File: config.mk
export PLATFORM = sky130hd
export DESIGN_NAME = spindle_fault_protection_manager
export DESIGN_NICKNAME = d
export VERILOG_FILES = /design/src/design/spindle_protect_pkg.sv /design/src/design/pin_sync.sv /design/src/design/spindle_fault_protection_manager.sv
export SDC_FILE = /design/constraint.sdc
export NUM_CORES = 1
export LEC_CHECK = 0
export ABC_AREA = 1
export BUFFER_PORTS_ARGS = -buffer_cell sky130_fd_sc_hd__buf_2
export CORE_MARGIN = 2
export CORE_UTILIZATION = 25
export DETAILED_ROUTE_END_ITERATION = 10
export PLACE_DENSITY = 0.54
export SLEW_MARGIN = 20
export SYNTH_ARGS = -nofsm -noshare
export SYNTH_HDL_FRONTEND = slang
export SYNTH_SLANG_ARGS = --single-unit
File: constraint.sdc
create_clock -name clock_in -period 2.7 [get_ports clock_in]
set_clock_uncertainty 0.2 [all_clocks]
set_input_delay 0 -clock clock_in [delete_from_list [all_inputs] [get_ports clock_in]]
set_output_delay 0 -clock clock_in [all_outputs]
set_load 0.005 [all_outputs]
File: src/design/spindle_protect_pkg.sv
// Package with codes, encodings and carriers for the spindle protection manager
package spindle_protect_pkg;

    // ----------------------------------------
    // Display code encodings
    // ----------------------------------------
    localparam logic [7:0] CODE_NONE       = 8'h00;
    localparam logic [7:0] CODE_A0_CORD    = 8'hA0;
    localparam logic [7:0] CODE_A1_LOW_AIR = 8'hA1;
    localparam logic [7:0] CODE_A2_HOT     = 8'hA2;
    localparam logic [7:0] CODE_A3_LOAD    = 8'hA3;
    localparam logic [7:0] CODE_A4_ESTOP   = 8'hA4;
    localparam logic [7:0] CODE_A5_HI_AIR  = 8'hA5;

    // ----------------------------------------
    // Widths and timing
    // ----------------------------------------
    localparam int          WARN_COUNT       = 6;
    localparam int          ERR_COUNT        = 16;
    localparam int          CLK_PERIOD_PS    = 5000;
    localparam int          BLINK_HALF_MS    = 250;
    localparam int          BLINK_HALF_CYC   = BLINK_HALF_MS * 1000 / 5 * 1000;
    localparam int          BLINK_W          = 26;
    localparam logic [3:0]  ERR_IDX_ESTOP    = 4'hC;
    localparam logic [7:0]  ERR_CODE_BASE    = 8'hE0;

    // Error output mode select
    typedef enum logic [1:0] {
        ERR_MODE_LEVEL_HI = 2'b00,
        ERR_MODE_LEVEL_LO = 2'b01,
        ERR_MODE_CODE     = 2'b10
    } err_mode_t;

    // Release sequence states for automatic mode
    typedef enum logic [1:0] {
        REL_IDLE   = 2'b00,
        REL_OPEN   = 2'b01,
        REL_CLOSED = 2'b10
    } rel_state_t;

    // Indications toward panel and cabinet
    typedef struct packed {
        logic       warn_lamp;
        logic       err_lamp;
        logic [7:0] display_code;
        logic       warn_contact;
        logic       err_signal;
    } indication_t;

endpackage : spindle_protect_pkg

File: src/design/pin_sync.sv
// Three-stage pin synchroniser with agreement filter
`timescale 1ns/1ps
`default_nettype none
module pin_sync
    import spindle_protect_pkg::*;
#(
    parameter logic RESET_LEVEL = 1'b0
) (
    input  wire logic clock_in,
    input  wire logic rst_n_in,
    input  wire logic pin_in,
    output logic      level_out
);
    logic stage_a;
    logic stage_b;
    logic stage_c;
    logic level;
    logic next_level;

    // ----------------------------------------
    // Filter: change only when stages two and three agree
    // ----------------------------------------
    always_comb begin
        next_level = level;
        if (stage_b == stage_c) begin
            next_level = stage_c;
        end
    end

    // Registers
    always_ff @(posedge clock_in or negedge rst_n_in) begin
        if (!rst_n_in) begin
            stage_a <= RESET_LEVEL;
            stage_b <= RESET_LEVEL;
            stage_c <= RESET_LEVEL;
            level   <= RESET_LEVEL;
        end else begin
            stage_a <= pin_in;
            stage_b <= stage_a;
            stage_c <= stage_b;
            level   <= next_level;
        end
    end

    assign level_out = level;
endmodule : pin_sync
`default_nettype wire

File: src/design/spindle_fault_protection_manager.sv
// Spindle protection and fault manager: e-stop, warnings, latched errors
// ----------------------------------------
// ----------------------------------------
`timescale 1ns/1ps
`default_nettype none
module spindle_fault_protection_manager
    import spindle_protect_pkg::*;
#(
    parameter int BLINK_CYCLES = BLINK_HALF_CYC
) (
    input  wire logic                  clock_in,
    input  wire logic                  rst_n_in,
    input  wire logic                  estop_loop_input_in,  // High = loop closed
    input  wire logic                  estop_mode_in,        // E-stop as warning mode
    input  wire logic                  relay_weld_in,        // NO contact welded
    input  wire logic [WARN_COUNT-1:0] warn_cond_in,         // Bit n gives code An
    input  wire logic [ERR_COUNT-1:0]  err_cond_in,          // Error sources
    input  wire logic                  auto_mode_in,         // High = automatic mode
    input  wire logic                  panel_reset_in,       // Panel reset button
    input  wire logic                  release_in,           // High = release closed
    input  wire err_mode_t             err_mode_in,
    output logic                       safety_relay_on_out,
    output logic                       motor_enable_out,
    output logic                       safety_contact_one_a_out,
    output logic                       safety_contact_one_b_out,
    output logic                       safety_contact_two_a_out,
    output logic                       safety_contact_two_b_out,
    output logic                       auto_contact_out,
    output indication_t                ind_out
);
    // ----------------------------------------
    // Pin synchronisers
    // ----------------------------------------
    logic estop_closed;
    logic button;
    logic release_closed;

    pin_sync #(.RESET_LEVEL(1'b0)) u_sync_estop (
        .clock_in (clock_in),
        .rst_n_in (rst_n_in),
        .pin_in   (estop_loop_input_in),
        .level_out(estop_closed)
    );
    pin_sync #(.RESET_LEVEL(1'b0)) u_sync_button (
        .clock_in (clock_in),
        .rst_n_in (rst_n_in),
        .pin_in   (panel_reset_in),
        .level_out(button)
    );
    pin_sync #(.RESET_LEVEL(1'b0)) u_sync_release (
        .clock_in (clock_in),
        .rst_n_in (rst_n_in),
        .pin_in   (release_in),
        .level_out(release_closed)
    );

    // ----------------------------------------
    // State
    // ----------------------------------------
    logic                  err_latched;
    logic [3:0]            err_index;
    logic                  button_prev;
    rel_state_t            rel_state;
    logic [BLINK_W-1:0]    blink_cnt;
    logic                  blink;
    logic                  relay_on;
    logic                  motor_en;
    logic                  nc_one;
    logic                  nc_two;
    logic                  auto_contact;
    indication_t           ind;

    logic                  next_err_latched;
    logic [3:0]            next_err_index;
    rel_state_t            next_rel_state;
    logic [BLINK_W-1:0]    next_blink_cnt;
    logic                  next_blink;
    logic                  next_relay_on;
    logic                  next_motor_en;
    logic                  next_nc;
    indication_t           next_ind;

    logic                  estop_err;
    logic                  any_err;
    logic [3:0]            first_err;
    logic                  release_ok;
    logic [7:0]            warn_code;
    logic                  any_warn;
    logic [WARN_COUNT-1:0] warns;

    // ----------------------------------------
    // Fault sources and priority
    // ----------------------------------------
    always_comb begin
        // Open loop outside warning mode is an error, inside it a warning
        estop_err = !estop_closed && !estop_mode_in;
        warns     = warn_cond_in;
        warns[4]  = warn_cond_in[4] | (!estop_closed && estop_mode_in);
        any_err   = estop_err || (err_cond_in != '0);
        first_err = ERR_IDX_ESTOP;
        for (int i = ERR_COUNT - 1; i >= 0; i--) begin
            if (err_cond_in[i]) begin
                first_err = 4'(i);
            end
        end
        any_warn  = (warns != '0);
        warn_code = CODE_NONE;
        for (int j = WARN_COUNT - 1; j >= 0; j--) begin
            if (warns[j]) begin
                warn_code = CODE_A0_CORD + 8'(j);
            end
        end
    end

    // ----------------------------------------
    // Release sequence and error latch
    // ----------------------------------------
    always_comb begin
        next_rel_state = rel_state;
        release_ok     = 1'b0;
        unique case (rel_state)
            REL_IDLE:   if (!release_closed) begin
                next_rel_state = REL_OPEN;
            end
            REL_OPEN:   if (release_closed) begin
                next_rel_state = REL_CLOSED;
            end
            REL_CLOSED: if (!release_closed) begin
                next_rel_state = REL_OPEN;
                release_ok     = auto_mode_in;
            end
            default:    next_rel_state = REL_IDLE;
        endcase
        if (!auto_mode_in && button && !button_prev) begin
            release_ok = 1'b1;
        end
        next_err_latched = err_latched;
        next_err_index   = err_index;
        if (release_ok) begin
            next_err_latched = 1'b0;
        end
        // A standing fault wins over the release
        if (any_err && (!err_latched || release_ok)) begin
            next_err_latched = 1'b1;
            next_err_index   = first_err;
        end
    end

    // ----------------------------------------
    // Blink timer, relay, motor, indications
    // ----------------------------------------
    always_comb begin
        next_blink_cnt = blink_cnt + BLINK_W'(1);
        next_blink     = blink;
        if (blink_cnt >= BLINK_W'(BLINK_CYCLES - 1)) begin
            next_blink_cnt = '0;
            next_blink     = !blink;
        end
        next_relay_on = estop_closed && !estop_err;
        next_motor_en = next_relay_on && !next_err_latched;
        // NC contacts closed when relay is off; weld keeps them open
        next_nc = !next_relay_on && !relay_weld_in;
        next_ind.warn_lamp    = any_warn && blink;
        next_ind.warn_contact = any_warn;
        next_ind.err_lamp     = next_err_latched;
        if (next_err_latched) begin
            next_ind.display_code = ERR_CODE_BASE + {4'h0, next_err_index};
        end else begin
            next_ind.display_code = warn_code;
        end
        unique case (err_mode_in)
            ERR_MODE_LEVEL_HI: next_ind.err_signal = next_err_latched;
            ERR_MODE_LEVEL_LO: next_ind.err_signal = !next_err_latched;
            ERR_MODE_CODE:     next_ind.err_signal = next_err_latched || (any_warn && blink);
            default:           next_ind.err_signal = next_err_latched;
        endcase
    end

    // Registers
    always_ff @(posedge clock_in or negedge rst_n_in) begin
        if (!rst_n_in) begin
            err_latched  <= 1'b0;
            err_index    <= 4'h0;
            button_prev  <= 1'b0;
            rel_state    <= REL_IDLE;
            blink_cnt    <= '0;
            blink        <= 1'b0;
            relay_on     <= 1'b0;
            motor_en     <= 1'b0;
            nc_one       <= 1'b0;
            nc_two       <= 1'b0;
            auto_contact <= 1'b0;
            ind          <= '0;
        end else begin
            err_latched  <= next_err_latched;
            err_index    <= next_err_index;
            button_prev  <= button;
            rel_state    <= next_rel_state;
            blink_cnt    <= next_blink_cnt;
            blink        <= next_blink;
            relay_on     <= next_relay_on;
            motor_en     <= next_motor_en;
            nc_one       <= next_nc;
            nc_two       <= next_nc;
            auto_contact <= auto_mode_in;
            ind          <= next_ind;
        end
    end

    // Output drive
    assign safety_relay_on_out      = relay_on;
    assign motor_enable_out         = motor_en;
    assign safety_contact_one_a_out = nc_one;
    assign safety_contact_one_b_out = nc_one;
    assign safety_contact_two_a_out = nc_two;
    assign safety_contact_two_b_out = nc_two;
    assign auto_contact_out         = auto_contact;
    assign ind_out                  = ind;
endmodule : spindle_fault_protection_manager
`default_nettype wire

After elaboration in Yosys (flattened, before gate mapping)
Cells that the tools add are included.
{"block": "word_totals", "register_bits": 62, "output_inout_bits": 19}
{"block": "op_classes", "n_addsub": 2, "order_cmp": 1, "n_eq_ne": 9, "mux": 34, "bitwise": 1, "n_reduce_logical": 27}
{"op": "2-to-1 mux 4 bit", "count": 15}
{"op": "2-to-1 mux 8 bit", "count": 7}
{"op": "adder 26 x 1 -> 26 bit, second input constant", "count": 1}
{"op": ">= comparator 26 bit, second input constant", "count": 1}
{"op": "2-to-1 mux 26 bit", "count": 1}
{"op": "nonzero test 16 bit", "count": 1}
{"op": "zero test 1 bit", "count": 10}
{"op": "logical AND 1 bit", "count": 9}
{"op": "2-to-1 mux 2 bit", "count": 4}
{"op": "adder 6 x 5 -> 7 bit, first input constant", "count": 1}
{"op": "nonzero test 6 bit", "count": 1}
{"op": "2-to-1 mux 1 bit", "count": 5}
{"op": "== test 2 x 1 -> 1 bit, second input constant", "count": 2}
{"op": "== test 2 bit, second input constant", "count": 2}
{"op": "one-hot mux 2 bit (2 select lines)", "count": 1}
{"op": "== test 1 bit", "count": 3}
{"op": "logical OR 1 bit", "count": 3}
{"op": "zero test 2 bit", "count": 1}
{"op": "inequality test 2 x 1 -> 1 bit, second input constant", "count": 1}
{"op": "inequality test 2 bit, second input constant", "count": 1}
{"op": "one-hot mux 1 bit (2 select lines)", "count": 1}
{"op": "AND reduction 2 bit", "count": 1}
{"op": "OR reduction 2 bit", "count": 1}
{"op": "OR 1 bit", "count": 1}

Logic depth before layout (Yosys ltp)
{"block": "depth", "depth_word": 19, "ltp_mapped": 19}

Modules after synthesis
Synthesis repeated with hierarchy kept, for this count alone.
{"block": "unflattened", "cells_unflattened": 333, "area_unflattened_um2": 2894.0}
{"mod": "spindle_fault_protection_manager", "instances": 1, "cells_per_inst": 309, "area_each_um2": 2544.9}
{"mod": "pin_sync", "instances": 3, "cells_per_inst": 8, "area_each_um2": 116.4}

Worst setup path after synthesis
Ideal clock, no wire load.
{"block": "synth_path", "path_type": "flip-flop to flip-flop", "from": "register blink_cnt[0]", "to": "register blink_cnt[15]", "setup_ps": 94, "arrival_ps": 1627, "required_ps": 2406, "path_slack_ps": 779, "stages_incl_launch_ff": 14, "path_buffers": 1, "period_less_slack_ps": 1921, "path_cell_list": "dfrtp_1 ha_1 nand2_1 inv_2 nand2_2 nor2_1 nand2_1 nand4_1 nand3_1 nand2_1 o21ai_2 nand2_2 buf_2 a211oi_1"}
{"block": "synth_via", "elab_chain_len": 2, "word_cells_on_any_way": 3, "cone_classes": "add/sub: 1; order compare: 1; mux: 1"}
{"item": "from (decl)", "line": "spindle_fault_protection_manager.sv:64", "text": "logic [BLINK_W-1:0] blink_cnt;"}
{"item": "from (signal assigned)", "line": "spindle_fault_protection_manager.sv:199", "text": "blink_cnt <= next_blink_cnt;"}
{"item": "adder 26 x 1 -> 26 bit or >= comparator 26 bit (tied branches)", "line": "spindle_fault_protection_manager.sv:153, spindle_fault_protection_manager.sv:155"}
{"item": "2-to-1 mux 26 bit (*)", "line": "spindle_fault_protection_manager.sv:155", "text": "if (blink_cnt >= BLINK_W'(BLINK_CYCLES - 1)) begin"}
{"item": "named net next_blink_cnt[15]", "line": "spindle_fault_protection_manager.sv:76", "text": "logic [BLINK_W-1:0] next_blink_cnt;"}
The timed path passes the listed nets; every way through them passes the cells marked *.
A chain may end at the register's enable or synchronous reset.

==> qor.txt <==
Status - finished, final reports clean
Internal Power - 1.44 mW
Fraction of layout cells with a size suffix above 1 - 0.241
CTS buffer count - 9
CTS clk-pin slew, worst paths - 70 ps
Area added between synthesis and finish - 31.6%
Row count - 38
Synthesis Warnings - 0
Maximum clock rate - 0.395 GHz
EDFF count, synth - 0
Top FF cell, synth - dfrtp_1
Hold path depth - 6
Final Setup Violations - 0
Die Footprint - 12100 um^2
Core area - 10900 um^2
Setup TNS - 0 ps
Slew Limit Headroom - 0.502
Cells on worst reg2reg path - 9
Diode count - 0
Post-DP HPWL - 4100 um
Port Buffers - 49
Power per standard cell area - 522 nW/um^2
Cell Area, Placed - 3170 um^2
Fin nets - 437
Most common cell after layout, fill and taps aside - dfrtp_1
RePlAce Congestion - 0.822
Worst-margin pin slew - 747 ps
TritonCTS clock tree - done
CTS Buffer Depth - 2
Final hold violations - 0
Mapped Cells - 318
CP Capture Type - register
Worst hold-check path type - in2reg
Depth of the CTS H-tree - 3
Clk pwr share - 0.421
Max_cap viols - 0
Antenna Nets Post-Route - 0
Initial antenna violation count - 0
Crit Path Max Fanout - 4
WL/cell - 10.1 um
Die Ht - 110 um
Final period util - 0.938
Required time of the critical path - 2730 ps
Synth Register Bits - 59
CP Launch Type - register
RSZ-0062 raised after global routing - false
Via density - 4.16
Worst EP arrival - 2560 ps
Final max-slew violation count - 0
Die X - 110 um
Vias in the first global route - 2249
Sequential-to-total area share from yosys stat - 0.528
Maximum vdd drop - 0.226 mV
Initial Util - 0.257
Total grt overflow - 0
Worst-skew pair later-pin latency - 340 ps
Leakage - 1.75 nW
Clock Root Buffer - clkbuf_8
Worst setup path class - reg2reg
Syn Area/Cell - 8.80 um^2
Largest net degree at the start of global routing - 37
Starting DRT DRC Count - 70
Number of remaining DRC errors - 0
IO Count - 51
Vias - 2275
Synth unique cells - 33
Sw Pwr - 0.479 mW
Mapped cell area - 2800 um^2
Final Cell Area - 3680 um^2
First-pass GRT wire length - 9420 um
Synth Net Count - 353
Commonest cells after routing, fill and taps aside - dfrtp_1, nand2_1, buf_2
Async S/R FF share, synth - 1.00
Minimum clock period - 2530 ps
Sw frac - 0.249
Pre-Repair DR Iteration Count - 4
Gate power share - 0.090
GRT Overall Usage - 0.101
Routed WL - 5540 um
Clk sinks - 59
R2r setup slk - 170 ps
Sequential Power Share - 0.489
-- state kept, by name, indices dropped and copies added (netlist names), 2 cells and up --
| name | count |
|---|---|
| ind_out | 9 |
| err_index | 4 |
| rel_state | 2 |
| blink_cnt | 26 |
-- cell families (layout without fill, tap and decap cells) --
group                      Yosys count  count (layout)  synth area share
AOI/OAI and AO/OA                   22              22            0.0474
xor gates and xnor gates            11              11            0.0344
other                                1               1           0.00134
adders and majority gates            6               6            0.0242
DFF                                 59              59             0.528
buffers and inverters               61             150            0.0921
and+or+nand+nor                    158             158             0.273
-- critical path, stage by stage (launching register included) --
cell and delay (ps):
dfrtp_1 400, inv_1 70, a21oi_1 190, inv_1 60
nor2_1 90, dlygate4sd3_1 580, inv_1 60, nor2_2 120
nand4_1 90, dlygate4sd3_1 560
-- synthesized netlist by cell type (3+ instances only) --
master	instances	area (um^2)
nand4_1	4	25.0
nor2_2	5	31.3
o21ai_0	7	35.0
nand2_1	54	203
nand3_2	3	30.0
dfrtp_1	59	1480
nor2_1	49	184
inv_1	44	165
a211oi_1	3	22.5
nor3_2	4	40.0
a21oi_1	6	30.0
xnor2_1	3	26.3
xor2_1	8	70.1
nand3_1	8	40.0
o31ai_1	3	22.5
buf_4	7	52.6
maj3_1	3	30.0
nor3_1	16	80.1
nand2_2	5	31.3
ha_1	3	37.5
nor3b_1	5	37.5
inv_2	6	22.5
-- power by group through the flow --
stage	logic [mW]	clock network [mW]	registers, mW
floorplan	0.0646	0	0.956
global placement	0.133	0	0.956
detailed placement	0.136	0	0.958
CTS	0.171	0.840	0.941
global route	0.201	0.883	0.944
finish	0.174	0.809	0.940
-- timing repair --
item | in CTS | in global routing
setup endpoints to repair | 0 | 2
buffers inserted | 0 | 3
hold endpoints to repair | 51 | 0
hold buffers | 29 | 0
resized for setup | 0 | 1
-- final timing paths --
path,startpoint,to
worst max register to register,u_sync_estop.level_out,ind_out[7]
min in group asynchronous,rst_n_in,blink_cnt[5]
worst max-delay path,u_sync_estop.level_out,ind_out[7]
worst min-delay path,err_cond_in[2],err_index[3]
worst min register to register,u_sync_button.stage_a,u_sync_button.stage_b
max in group asynchronous,rst_n_in,ind_out[3]
-- metal layers --
metal	wire [um]	vias up	global-route usage
li1	-	1161	-
met1	2550	1054	0.113
met2	2560	51	0.170
met5	0	-	0
met4	72	0	0.0298
met3	363	9	0.0468
-- cell type report --
type	count	area (um^2)
fill	1149	7210
sequential	59	1480
multi-input combinational	198	1070
timing repair buffer	83	573
inverter	51	191
tap	140	175
clock buffer	9	124
clock inverter	7	76.3
-- through the flow --
stage	util	instances	power, mW	setup WS [ps]	hold slack [ps]
2_1_floorplan	-	318	1.02	779	-496
3_3_place_gp	0.291	499	1.09	498	-88.3
3_5_place_dp	0.291	499	1.09	468	-82.9
4_1_cts	0.336	544	1.95	106	3.04
5_1_grt	0.338	547	2.03	14.7	51.1
6_report	0.338	547	1.92	168	10.8
Note: power is estimated with default switching activity, not from simulation.
